--- src/rtl/trig_params.svh ---
// timing constants, register offsets, field positions and reset values for the trigger control
`ifndef TRIG_PARAMS_SVH
`define TRIG_PARAMS_SVH
`define OFS_CTRL_A 8'h00
`define OFS_CTRL_B 8'h04
`define OFS_DLY_A 8'h08
`define OFS_DLY_B 8'h0c
`define OFS_LEN_A 8'h10
`define OFS_LEN_B 8'h14
`define OFS_CONN 8'h18
`define OFS_STAT 8'h1c
`define OFS_EXEC 8'h20
`define F_MODE 0
`define F_CTYPE 2
`define F_SRC 4
`define F_SLOPE 5
`define F_GATE_LOW 6
`define F_DLY_EN 7
`define F_DLY_UNIT 8
`define F_RUN 9
`define F_CONN1_CH 0
`define F_CONN1_TRIG 1
`define F_CONN2_CH 2
`define F_CONN3_CH 3
`define F_CONN3_TRIG 4
`define F_CONN4_CH 5
`define CTRL_RST 32'h0000_0000
`define CONN_RST 32'h0000_000c
`define LEN_RST 32'h0000_0010
`define SAMPLE_NS 50
`define CLK_NS 50
`define DUAL_CHANNEL 1'b1
`endif

--- src/rtl/trig_pkg.sv ---
// shared types for the trigger control
package trig_pkg;
   typedef enum logic [1:0] {
      mode_cont = 2'h0,
      mode_single = 2'h1,
      mode_gate = 2'h2
   } mode_type;
   typedef enum logic [1:0] {
      cont_auto = 2'h0,
      cont_trig = 2'h1,
      cont_realtime = 2'h2
   } cont_type;
   typedef enum logic [3:0] {
      st_idle = 4'h1,
      st_wait = 4'h2,
      st_run = 4'h4,
      st_gate = 4'h8
   } state_type;
endpackage

--- src/rtl/trig_cfg_if.sv ---
// per-channel configuration carried from the register file to a channel sequencer
`timescale 1ns/10ps
interface trig_cfg_if;
   logic [31:0] ctrl;
   logic [31:0] dly;
   logic [31:0] len;
   logic exec;
   logic trig_in;
   logic gate_in;
   logic running;
   logic marker;
   logic armed;
   modport regs (output ctrl, output dly, output len, output exec, output trig_in,
      output gate_in, input running, input marker, input armed);
   modport seq (input ctrl, input dly, input len, input exec, input trig_in,
      input gate_in, output running, output marker, output armed);
endinterface

--- src/rtl/trig_top.sv ---
// trigger control top: AXI4-Lite registers, connector mapping and two channel sequencers
//
// Our own choices: register access over AXI4-Lite and the address map.
`timescale 1ns/10ps
`include "trig_params.svh"
// How it works
// continuous mode: after one accepted trigger, sequence repeats with no more triggers.
// single mode: each accepted trigger plays exactly one pass, then stops.
// gate mode: sequence repeats while gate is active, halts when inactive.
// gate active level selectable high or low.
// a control bit selects manual key or external pin as trigger source.
// external source takes edges from connector assigned to that channel.
// manual source: an execute write counts as one trigger event.
// slope bit picks rising or falling edge for external trigger.
// delay enable off means external edge acts without added delay.
// delay on postpones external trigger by time or sample count.
// continuous mode has auto, triggered and realtime sub-types.
// dual variant has four connectors, two shared; single variant has one shared.
// connectors two and four are marker outputs of their selected channel.
// connector one is trigger A only when assigned to channel A, else marker one.
// connector three is trigger B only when assigned to channel B, else marker three.
// during a single pass extra triggers are ignored until the pass ends.
module trig_top (
   input wire logic aclk, // clock, 20 MHz
   input wire logic aresetn, // sync reset, active low
   input wire logic [7:0] s_axi_awaddr, // write address
   input wire logic s_axi_awvalid, // write address valid
   output logic s_axi_awready, // write address ready
   input wire logic [31:0] s_axi_wdata, // write data
   input wire logic [3:0] s_axi_wstrb, // byte enables
   input wire logic s_axi_wvalid, // write data valid
   output logic s_axi_wready, // write data ready
   output logic [1:0] s_axi_bresp, // write response
   output logic s_axi_bvalid, // write response valid
   input wire logic s_axi_bready, // write response ready
   input wire logic [7:0] s_axi_araddr, // read address
   input wire logic s_axi_arvalid, // read address valid
   output logic s_axi_arready, // read address ready
   output logic [31:0] s_axi_rdata, // read data
   output logic [1:0] s_axi_rresp, // read response
   output logic s_axi_rvalid, // read data valid
   input wire logic s_axi_rready, // read data ready
   input wire logic [3:0] conn_in, // connector pin levels
   output logic [3:0] conn_out, // connector drive levels
   output logic [3:0] conn_oe, // connector output enables
   input wire logic gate_a, // gate input channel A
   input wire logic gate_b, // gate input channel B
   output logic [1:0] run_out // channel generating, bit0 A
);
   logic [31:0] ctrl_q [2];
   logic [31:0] dly_q [2];
   logic [31:0] len_q [2];
   logic [31:0] conn_q;
   logic [1:0] exec_q;
   logic aw_q, w_q;
   logic [7:0] awaddr_q;
   logic [31:0] wdata_q;
   logic [3:0] wstrb_q;
   logic [31:0] rd_d;
   logic [1:0] mk;
   logic trig_a_sel, trig_b_sel;
   logic do_wr;
   trig_cfg_if cfg_a ();
   trig_cfg_if cfg_b ();

   // ------------------------------------------------------------------
   // connector mapping
   // ------------------------------------------------------------------
   // single-channel build has no connector three input path
   assign trig_a_sel = conn_q[`F_CONN1_TRIG] & ~conn_q[`F_CONN1_CH];
   assign trig_b_sel = `DUAL_CHANNEL & conn_q[`F_CONN3_TRIG] & conn_q[`F_CONN3_CH];
   assign mk = {cfg_b.marker, cfg_a.marker};
   assign cfg_a.trig_in = trig_a_sel & conn_in[0];
   assign cfg_b.trig_in = trig_b_sel & conn_in[2];
   assign cfg_a.gate_in = gate_a;
   assign cfg_b.gate_in = gate_b;
   assign cfg_a.ctrl = ctrl_q[0];
   assign cfg_b.ctrl = ctrl_q[1];
   assign cfg_a.dly = dly_q[0];
   assign cfg_b.dly = dly_q[1];
   assign cfg_a.len = len_q[0];
   assign cfg_b.len = len_q[1];
   assign cfg_a.exec = exec_q[0];
   assign cfg_b.exec = exec_q[1];

   always_ff @(posedge aclk) begin
      if (!aresetn) begin
         conn_out <= 4'h0;
         conn_oe <= 4'h0;
         run_out <= 2'h0;
      end else begin
         conn_out[0] <= mk[conn_q[`F_CONN1_CH]] & ~trig_a_sel;
         conn_oe[0] <= ~trig_a_sel;
         conn_out[1] <= mk[conn_q[`F_CONN2_CH]];
         conn_oe[1] <= 1'b1;
         conn_out[2] <= mk[conn_q[`F_CONN3_CH]] & ~trig_b_sel;
         conn_oe[2] <= ~trig_b_sel;
         conn_out[3] <= mk[conn_q[`F_CONN4_CH]];
         conn_oe[3] <= 1'b1;
         run_out <= {cfg_b.running, cfg_a.running};
      end
   end

   // ------------------------------------------------------------------
   // axi4-lite slave
   // ------------------------------------------------------------------
   assign do_wr = aw_q & w_q & ~s_axi_bvalid;

   always_ff @(posedge aclk) begin
      if (!aresetn) begin
         aw_q <= 1'b0;
         w_q <= 1'b0;
         awaddr_q <= 8'h00;
         wdata_q <= 32'h0;
         wstrb_q <= 4'h0;
         s_axi_awready <= 1'b0;
         s_axi_wready <= 1'b0;
         s_axi_bvalid <= 1'b0;
         s_axi_bresp <= 2'h0;
      end else begin
         s_axi_awready <= ~aw_q & ~s_axi_awready & s_axi_awvalid;
         s_axi_wready <= ~w_q & ~s_axi_wready & s_axi_wvalid;
         if (s_axi_awready && s_axi_awvalid) begin
            aw_q <= 1'b1;
            awaddr_q <= s_axi_awaddr;
         end
         if (s_axi_wready && s_axi_wvalid) begin
            w_q <= 1'b1;
            wdata_q <= s_axi_wdata;
            wstrb_q <= s_axi_wstrb;
         end
         if (do_wr) begin
            aw_q <= 1'b0;
            w_q <= 1'b0;
            s_axi_bvalid <= 1'b1;
            s_axi_bresp <= (awaddr_q > `OFS_EXEC || awaddr_q[1:0] != 2'h0) ? 2'h2 : 2'h0;
         end else if (s_axi_bready) begin
            s_axi_bvalid <= 1'b0;
         end
      end
   end

   // a write of bit0/bit1 to the execute register pulses the manual trigger
   always_ff @(posedge aclk) begin
      if (!aresetn) begin
         ctrl_q[0] <= `CTRL_RST;
         ctrl_q[1] <= `CTRL_RST;
         dly_q[0] <= 32'h0;
         dly_q[1] <= 32'h0;
         len_q[0] <= `LEN_RST;
         len_q[1] <= `LEN_RST;
         conn_q <= `CONN_RST;
         exec_q <= 2'h0;
      end else begin
         exec_q <= 2'h0;
         if (do_wr && wstrb_q[0]) begin
            case (awaddr_q)
               `OFS_CTRL_A: ctrl_q[0] <= wdata_q;
               `OFS_CTRL_B: ctrl_q[1] <= wdata_q;
               `OFS_DLY_A: dly_q[0] <= wdata_q;
               `OFS_DLY_B: dly_q[1] <= wdata_q;
               `OFS_LEN_A: len_q[0] <= (wdata_q == 32'h0) ? 32'h1 : wdata_q;
               `OFS_LEN_B: len_q[1] <= (wdata_q == 32'h0) ? 32'h1 : wdata_q;
               `OFS_CONN: conn_q <= wdata_q;
               `OFS_EXEC: exec_q <= wdata_q[1:0];
               default: exec_q <= 2'h0;
            endcase
         end
      end
   end

   always_comb begin
      case (s_axi_araddr)
         `OFS_CTRL_A: rd_d = ctrl_q[0];
         `OFS_CTRL_B: rd_d = ctrl_q[1];
         `OFS_DLY_A: rd_d = dly_q[0];
         `OFS_DLY_B: rd_d = dly_q[1];
         `OFS_LEN_A: rd_d = len_q[0];
         `OFS_LEN_B: rd_d = len_q[1];
         `OFS_CONN: rd_d = conn_q;
         `OFS_STAT: rd_d = {28'h0, cfg_b.armed, cfg_a.armed, cfg_b.running, cfg_a.running};
         default: rd_d = 32'h0;
      endcase
   end

   always_ff @(posedge aclk) begin
      if (!aresetn) begin
         s_axi_arready <= 1'b0;
         s_axi_rvalid <= 1'b0;
         s_axi_rdata <= 32'h0;
         s_axi_rresp <= 2'h0;
      end else begin
         s_axi_arready <= ~s_axi_arready & ~s_axi_rvalid & s_axi_arvalid;
         if (s_axi_arready && s_axi_arvalid) begin
            s_axi_rvalid <= 1'b1;
            s_axi_rdata <= rd_d;
            s_axi_rresp <= (s_axi_araddr > `OFS_STAT || s_axi_araddr[1:0] != 2'h0) ? 2'h2 : 2'h0;
         end else if (s_axi_rready) begin
            s_axi_rvalid <= 1'b0;
         end
      end
   end

   // ------------------------------------------------------------------
   // channels
   // ------------------------------------------------------------------
   trig_chan chan_a (
      .aclk(aclk),
      .aresetn(aresetn),
      .cfg(cfg_a)
   );
   trig_chan chan_b (
      .aclk(aclk),
      .aresetn(aresetn),
      .cfg(cfg_b)
   );
endmodule

--- src/rtl/trig_chan.sv ---
// one channel: trigger qualification, delay and play-out sequencing
`timescale 1ns/10ps
`include "trig_params.svh"
module trig_chan (
   input wire logic aclk, // clock
   input wire logic aresetn, // sync reset, active low
   trig_cfg_if.seq cfg // configuration and status
);
   trig_pkg::state_type state_q;
   trig_pkg::mode_type mode;
   logic trig_prev_q;
   logic ext_edge, key_ev, trig_ev, gate_ok, pass_end;
   logic [31:0] dly_q, dly_cycles, pos_q;
   localparam logic [31:0] SAMPLE_CYC = 32'(`SAMPLE_NS / `CLK_NS);

   assign mode = trig_pkg::mode_type'(cfg.ctrl[`F_MODE +: 2]);
   // rising or falling edge chosen by slope
   assign ext_edge = cfg.ctrl[`F_SLOPE] ? (trig_prev_q & ~cfg.trig_in)
      : (~trig_prev_q & cfg.trig_in);
   assign key_ev = ~cfg.ctrl[`F_SRC] & cfg.exec;
   assign trig_ev = cfg.ctrl[`F_SRC] ? ext_edge : key_ev;
   assign gate_ok = cfg.gate_in ^ cfg.ctrl[`F_GATE_LOW];
   // delay in ns when unit bit low, in samples when high
   assign dly_cycles = cfg.ctrl[`F_DLY_UNIT] ? cfg.dly * SAMPLE_CYC
      : cfg.dly / `CLK_NS;
   assign pass_end = (pos_q == cfg.len - 32'h1);
   assign cfg.running = (state_q == trig_pkg::st_run) | (state_q == trig_pkg::st_gate);
   assign cfg.marker = cfg.running & (pos_q == 32'h0);
   assign cfg.armed = (state_q == trig_pkg::st_idle);

   always_ff @(posedge aclk) begin
      if (!aresetn) begin
         trig_prev_q <= 1'b0;
      end else begin
         trig_prev_q <= cfg.trig_in;
      end
   end

   always_ff @(posedge aclk) begin
      if (!aresetn) begin
         pos_q <= 32'h0;
      end else if (!cfg.running || pass_end) begin
         pos_q <= 32'h0;
      end else begin
         pos_q <= pos_q + 32'h1;
      end
   end

   always_ff @(posedge aclk) begin
      if (!aresetn) begin
         state_q <= trig_pkg::st_idle;
         dly_q <= 32'h0;
      end else if (!cfg.ctrl[`F_RUN]) begin
         state_q <= trig_pkg::st_idle;
      end else begin
         case (state_q)
            trig_pkg::st_idle: begin
               if (mode == trig_pkg::mode_gate) begin
                  if (gate_ok) state_q <= trig_pkg::st_gate;
               end else if (mode == trig_pkg::mode_cont
                  && cfg.ctrl[`F_CTYPE +: 2] == trig_pkg::cont_auto) begin
                  state_q <= trig_pkg::st_run;
               end else if (trig_ev) begin
                  if (cfg.ctrl[`F_SRC] && cfg.ctrl[`F_DLY_EN] && dly_cycles != 32'h0) begin
                     dly_q <= dly_cycles - 32'h1;
                     state_q <= trig_pkg::st_wait;
                  end else begin
                     state_q <= trig_pkg::st_run;
                  end
               end
            end
            trig_pkg::st_wait: begin
               if (dly_q == 32'h0) state_q <= trig_pkg::st_run;
               else dly_q <= dly_q - 32'h1;
            end
            trig_pkg::st_run: begin
               // single stops after one pass, ignoring triggers meanwhile
               if (mode == trig_pkg::mode_single && pass_end) begin
                  state_q <= trig_pkg::st_idle;
               end // continuous stays here with no further trigger
            end
            trig_pkg::st_gate: begin
               if (!gate_ok || mode != trig_pkg::mode_gate) state_q <= trig_pkg::st_idle;
            end
            default: state_q <= trig_pkg::st_idle;
         endcase
      end
   end
endmodule

--- config.mk ---
export PLATFORM = sky130hd
export DESIGN_NAME = trig_top
export DESIGN_NICKNAME = d
export VERILOG_FILES = /design/src/rtl/trig_pkg.sv /design/src/rtl/trig_cfg_if.sv /design/src/rtl/trig_top.sv /design/src/rtl/trig_chan.sv
export VERILOG_INCLUDE_DIRS = /design/src /design/src/rtl
export SDC_FILE = /design/constraint.sdc
export NUM_CORES = 1
export LEC_CHECK = 0
export ABC_AREA = 1
export BUFFER_PORTS_ARGS = -buffer_cell sky130_fd_sc_hd__buf_2
export CAP_MARGIN = 10
export CELL_PAD_IN_SITES_DETAIL_PLACEMENT = 1
export CELL_PAD_IN_SITES_GLOBAL_PLACEMENT = 1
export CORE_MARGIN = 5
export CORE_UTILIZATION = 42
export CTS_CLUSTER_SIZE = 16
export DETAILED_ROUTE_END_ITERATION = 12
export GPL_TIMING_DRIVEN = 0
export PLACE_DENSITY = 0.8
export SLEW_MARGIN = 0
export SYNTH_ARGS = -nofsm -noshare
export SYNTH_HDL_FRONTEND = slang
export SYNTH_SLANG_ARGS = --single-unit
--- constraint.sdc ---
create_clock -name aclk -period 12.7 [get_ports aclk]
set_input_delay 1.27 -clock aclk [delete_from_list [all_inputs] [get_ports aclk]]
set_output_delay 1.27 -clock aclk [all_outputs]
set_load 0.03 [all_outputs]
==> metrics, run 1 <==
worst reg-to-reg path cell count 131; pin count of the biggest net entering global routing 33; R2R Path End chan_a.dly_q[30]; area grow syn2layout 28.4%; instance area after placement 35100 sq um; status finished, violations left; Mapped Cells 4630; Die ar. 84600 sq um; nature of the critical path startpoint flop; CTS tree yes; Num Clock Sinks 455; Clk pin slew, worst setup/hold paths 70 ps; CP required 13280 ps; initial antenna violation count 4; GRT Resource Usage Total 30.8%; internal reg-to-reg setup slack -2060 ps; WL final 149000 um; Most common cell on crit path nand2_4; fin crit period 14760 ps; fin crit share 116%; Chip Width 291 um; Worst Hold Launch aw_q; Non-Filler Instances 6206; Synth Area in XOR/XNOR 4.12%; Slew HR 9.88%; RSZ-0062 raised after global routing true; mux share of post-synthesis cell area 0%; GRT overflow 0; max cap viols 0; worst reg2reg path startpoint dly_q[0][31]; Hold Buf Count CTS 0; hold crit path type flop to flop; share of cells above drive strength 1 29.8%; Port-buffer cells 108; Final WS setup -2060 ps; DR vias/cell 5.87; Final Max Slew Viols 0; Most used DFF post-synth dfxtp_1; Fmax 67.7 MHz; final setup fails 68; Critical Path End chan_a.dly_q[30]; gpl congestion 0.934; num ports 116; Fillers 9736; Post-synth EDFFs 192; Antenna Nets Post-Route 0; first-pass GRT wire length 208000 um; Critical Path Fanout Max 8; Fin. Hold Viols 0; post-synth top area cell edfxtp_1; critical path class flop to flop; main combinational cell family by area after synthesis simple AND/OR/NAND/NOR gates; Final Skew 42.6 ps; CTS Root Buffer Type clkbuf_16; setup TNS -109440 ps; area fraction of the dominant cell type after synthesis 17.4%; sequential area share after synthesis 33.3%; Worst-Margin Slew 1350 ps; Die Y 291 um; crit-path max cell delay 460 ps; Row Count 103; Initial DRT Pass Iterations 6; Clock Latency Late Sink 650 ps; H-Tree Level Count 2; number of global-route vias before repair 35701; core area 78600 sq um; Cell variety after synth 77; Initial Utilization 42.2%; DR vias 36428; post-synthesis adder-cell area fraction 0.302%; DR iter-0 viols 3582; number of synthesized register bits 455; Residual DRC 0; Avg Inst Size Synth 7.16 sq um; Area contributors post-synth edfxtp_1 17%, dfxtp_1 16%, nand2_1 9.1%; dpl cells 5793; CP arrival 15340 ps; hpwl dp 100000 um; CP Capture Type flop; failing checks negative setup slack; fin nets 5181; Mapped Area 33100 sq um; ys async rst share 0%; post-synthesis simple-gate area fraction 39.5%; Clock Path Buffers 3; total CTS buffers 54; final instance area 42600 sq um; Warnings, synthesis 0; WL per Instance 24.1 um; Compound-Gate Fraction of Synth Area 12.6%; critical path's slowest cell edfxtp_1; crit path launch dly_q[0][31]
cells in the mapped netlist (all sizes together), types with 4 or more instances:
master and n:
a211oi 7, a21boi 5, a21o 8, a21oi 167
a221oi 29, a22o 12, a31oi 10, buf 30
clkbuf 93, clkinv 15, dfxtp 263, edfxtp 192
ha 8, inv 668, nand2 1203, nand3 318
nand3b 8, nand4 130, nor2 641, nor3 85
nor3b 25, nor4 55, o2111ai 10, o211ai 15
o21ai 364, o221ai 4, o22ai 46, o31ai 12
o41ai 9, or2 18, xnor2 37, xor2 117
flip-flops by register name, summed over array words and instances, names as in the netlist, 8 cells and up:
signal	flops
chan_b.pos_q	32
wdata_q	32
conn_q	32
s_axi_rdata	32
dly_q	64
ctrl_q	64
awaddr_q	8
chan_a.dly_q	32
chan_b.dly_q	32
chan_a.pos_q	32
len_q	64
what timing repair did:
| item | 4_1_cts | 5_1_grt |
|---|---|---|
| endpoints found under the setup margin | 68 | 68 |
| pin swaps | 235 | 281 |
| resized for setup | 349 | 326 |
| cloned | 3 | 2 |
| buffers inserted | 207 | 106 |
per-layer routing:
layer / vias to the layer above / share of wire [%] / track usage (%)
met3: 532 / 8.6 / 4.55
met5: - / 0.027 / 0
met4: 6 / 6.1 / 12.9
met1: 17894 / 39 / 40.5
met2: 1792 / 46 / 50.8
li1: 16204 / - / -
how the worst min path moves through the flow:
| stage | endpoint | slack [ps] | depth (start not counted) |
|---|---|---|---|
| 2_1_floorplan | s_axi_awready | 400 | 1 |
| 3_3_place_gp | s_axi_wready | 400 | 1 |
| 3_5_place_dp | s_axi_wready | 410 | 1 |
| 4_1_cts | s_axi_wready | 420 | 1 |
| 5_1_grt | s_axi_wready | 440 | 1 |
| 6_report | s_axi_awready | 430 | 1 |
cells in the final DEF, fill, tap and decap left out, drive strengths merged, types with 5 or more instances in the layout:
cell type	Yosys	final
edfxtp	192	192
o22ai	46	46
o2111ai	10	10
clkinv	15	28
a21o	8	8
clkbuf	93	157
nor4	55	55
nand3b	8	8
clkinvlp	0	9
a22o	12	12
nor3b	25	25
xnor2	37	37
or2	18	18
dfxtp	263	263
a211oi	7	7
nand2	1203	1203
bufinv	2	12
nand4	130	130
a31oi	10	10
o21ai	364	364
o211ai	15	15
buf	30	449
a21boi	5	5
nand3	318	318
ha	8	8
nor3	85	85
a221oi	29	29
a21oi	167	167
inv	668	676
o41ai	9	9
nor2	641	641
o31ai	12	12
xor2	117	117
critical path, delay by kind of cell (launching register included):
| family | cells | cell delay (ps) |
|---|---|---|
| flip-flops | 1 | 460 |
| AO/OA/AOI/OAI | 6 | 900 |
| adder cells (fa/ha/maj) | 1 | 130 |
| XOR/XNOR | 1 | 160 |
| AND/OR/NAND/NOR | 113 | 11840 |
| buffers and inverters | 10 | 1110 |
area by class of cell:
type	count	area, sq um	share of cell area (%)
Clock inverter	40	533	1.25
Clock buffer	62	1480	3.47
Timing Repair Buffer	421	3180	7.48
Tap cell	1050	1310	3.09
Inverter	685	2660	6.24
Antenna cell	2	5.00	0.0118
Buffer	123	811	1.90
Multi-Input combinational cell	3368	21600	50.6
Sequential cell	455	11000	25.9
logic make-up after synthesis:
| kind of cell | count (synthesis) |
|---|---|
| other cells | 1 |
| flops | 455 |
| compound gates | 712 |
| xor+xnor | 154 |
| buf+inv | 808 |
| fa+ha+maj | 8 |
| simple gates | 2492 |
stage by stage:
step | util [%] | hold slack (ps) | setup slack (ps)
6_report | 54.1 | 427 | -2060
5_1_grt | 54.1 | 442 | -2780
4_1_cts | 51.4 | 423 | -1250
3_5_place_dp | 44.6 | 411 | -2350
3_3_place_gp | 44.5 | 403 | -1950
2_1_floorplan | - | 398 | 373
Power of run 1 is not shown: default switching activity piles up to over one toggle a cycle in this logic, so the estimate is an artifact.
==> run 2: changes to the inputs <==
- ABC_AREA: 1 -> 0
- CORE_UTILIZATION: 42 -> 44
- PLACE_DENSITY: 0.8 -> 0.81
==> run 2 against run 1 <==
Against the previous run:
- the flow still finishes with violations (negative setup slack)
- global-route usage grew 5.1 points
- area after synthesis grew 6.2%
- maximum frequency shrank 21%
- synthesized cell count shrank 5.7%
- sequential share of layout area shrank 1.9 points
- clock-buffer cell count grew 8
- wire length grew 13%
- flip-flop and latch count is the same
- non-clock buffer count grew 156
- worst hold slack gained 37 ps
- cell area grew 7.8%
- final cell count shrank 3.9%
- highest routed layer unchanged
==> metrics, run 2 <==
status finished, violations left; failing checks negative setup slack; initial antenna violation count 11; WL final 168000 um; Clock Path Buffers 3; Worst Hold Launch conn_q[9]; Slew HR 15.4%; Most common cell on crit path buf_4; Final Skew 23.7 ps; number of global-route vias before repair 41366; fin nets 4938; CP arrival 19090 ps; area fraction of the dominant cell type after synthesis 16.4%; worst hold stages 2; crit-path max cell delay 530 ps; Clock Latency Late Sink 630 ps; Avg Inst Size Synth 8.06 sq um; pin count of the biggest net entering global routing 33; WL per Instance 28.2 um; critical path class flop to flop; Min Hold Slack 464 ps; Chip Width 293 um; Initial DRT Pass Iterations 9; Top Registers ctrl_q (64), dly_q (64), len_q (64); sequential area share after synthesis 31.3%; Die ar. 85700 sq um; final instance area 45900 sq um; CP Capture Type flop; hold crit path type flop to flop; critical path's top delay family compound AO/OA/AOI/OAI gates; Buf/Inv on CP 18; Num Clock Sinks 455; top cells by count, synth 458 x nand2_1, 447 x nor2_1, 301 x a21oi_1; Final WS setup -5930 ps; worst reg2reg path startpoint dly_q[0][63]; gpl congestion 1.01; H-Tree Level Count 2; GRT Resource Usage Total 35.9%; fin util 58.0%; Port-buffer cells 108; first-pass GRT wire length 247000 um; Die Y 293 um; DR iter-0 viols 4821; Fin. Hold Viols 0; Mapped Area 35200 sq um; crit path launch dly_q[0][63]; Residual DRC 0; num ports 116; core area 79100 sq um; Area contributors post-synth edfxtp_1 16%, dfxtp_1 15%, nand2_1 4.9%; Warnings, synthesis 0; critical path's slowest cell or4_4; share of cells above drive strength 1 26.0%; Fmax 53.7 MHz; Mapped Cells 4364; fin crit share 147%; Post-synth EDFFs 192; post-synth top area cell edfxtp_1; final setup fails 68; worst reg-to-reg path cell count 83; Clk pin slew, worst setup/hold paths 70 ps; most frequent cells in the layout 431 x nand2_1, 404 x nor2_1, 324 x buf_4, 268 x a21oi_1, 263 x dfxtp_1; Cell variety after synth 147; ys async rst share 0%; area grow syn2layout 30.4%; Most used DFF post-synth dfxtp_1; max cap viols 0; nature of the critical path startpoint flop; hpwl dp 109000 um; DR vias/cell 6.86; Row Count 103; Initial Utilization 44.5%; Antenna Nets Post-Route 0; RSZ-0062 raised after global routing true; CTS Root Buffer Type clkbuf_16; total CTS buffers 51; setup TNS -324790 ps; CP required 13160 ps; CTS tree yes; Hold Buf Count CTS 0; Worst-Margin Slew 1260 ps; most common cell after layout, fill and taps aside nand2_1; Final Max Slew Viols 0; fin crit period 18630 ps; GRT overflow 0; Critical Path Stages 83; top-count cell post-synth nand2_1; DR vias 40938; number of synthesized register bits 455; instance area after placement 38500 sq um; Critical Path Fanout Max 10
## run 2: cell count changes after synthesis, sizes merged, moves of 82 or more
cell	change
nand3	-187
o21ai	-149
nor2	-187
and2	+151
mux2i	+108
xnor2	+113
inv	-570
nand2	-743
a21oi	+141
clkbuf	+82
## run 2: area by class of cell
class / count / area (sq um)
fill: 9268 / 33200
timing repair buffer: 450 / 3470
clock buffer: 70 / 1450
clock inverter: 24 / 352
antenna: 8 / 20.0
tap: 1050 / 1310
buffer: 250 / 1390
multi-input combinational: 3553 / 26500
sequential: 455 / 11000
inverter: 104 / 399
## run 2: repair_timing
action                     4_1_cts  5_1_grt
setup endpoints to repair       68       68
gates resized for setup        483      102
pin swaps                      260       68
buffers inserted               288       43
gates cloned                     8        1
## run 2: worst paths after layout
check | end | slack [ps]
hold / removal | conn_q[9] | 460
hold reg to reg | conn_q[9] | 460
setup reg to reg | chan_b.dly_q[18] | -5930
setup / recovery | chan_b.dly_q[18] | -5930
## run 2: logic make-up (layout without fill, tap and decap cells)
kind of cell             Yosys count  count (layout)  synth area share [%]
AO/OA/AOI/OAI                   1312            1312                  27.2
buffers and inverters            358             898                  4.23
XOR/XNOR                         253             254                  6.42
AND/OR/NAND/NOR                 1831            1831                  26.2
flip-flops                       455             455                  31.3
multiplexers                     131             131                  3.86
other                              1              10                0.0107
adder cells (fa/ha/maj)           23              23                 0.718
## run 2: per-stage QoR
stage,setup slack [ps],instances
after floorplan,-3850,4365
after global placement,-6540,5523
after detailed placement,-6820,5528
after CTS,-4770,5914
after global routing,-6490,5956
final,-5930,5964
## run 2: worst reg2reg max path: cells and delay by family (launching register included)
family	cells	cell delay [ps]
DFF	1	450
adders and majority gates	3	810
AOI/OAI and AO/OA	34	8440
and+or+nand+nor	20	4060
muxes	6	1360
buffers and inverters	18	3000
xor gates and xnor gates	2	370
## run 2: metal layers
layer	share of wire (%)	GRT usage, %	vias up
li1	-	-	17426
met1	38	44.6	20216
met2	46	59.9	2617
met3	9.9	7.29	673
met4	6.1	17.2	6
met5	0.024	0	-
Power of run 2 is left out for the same reason.
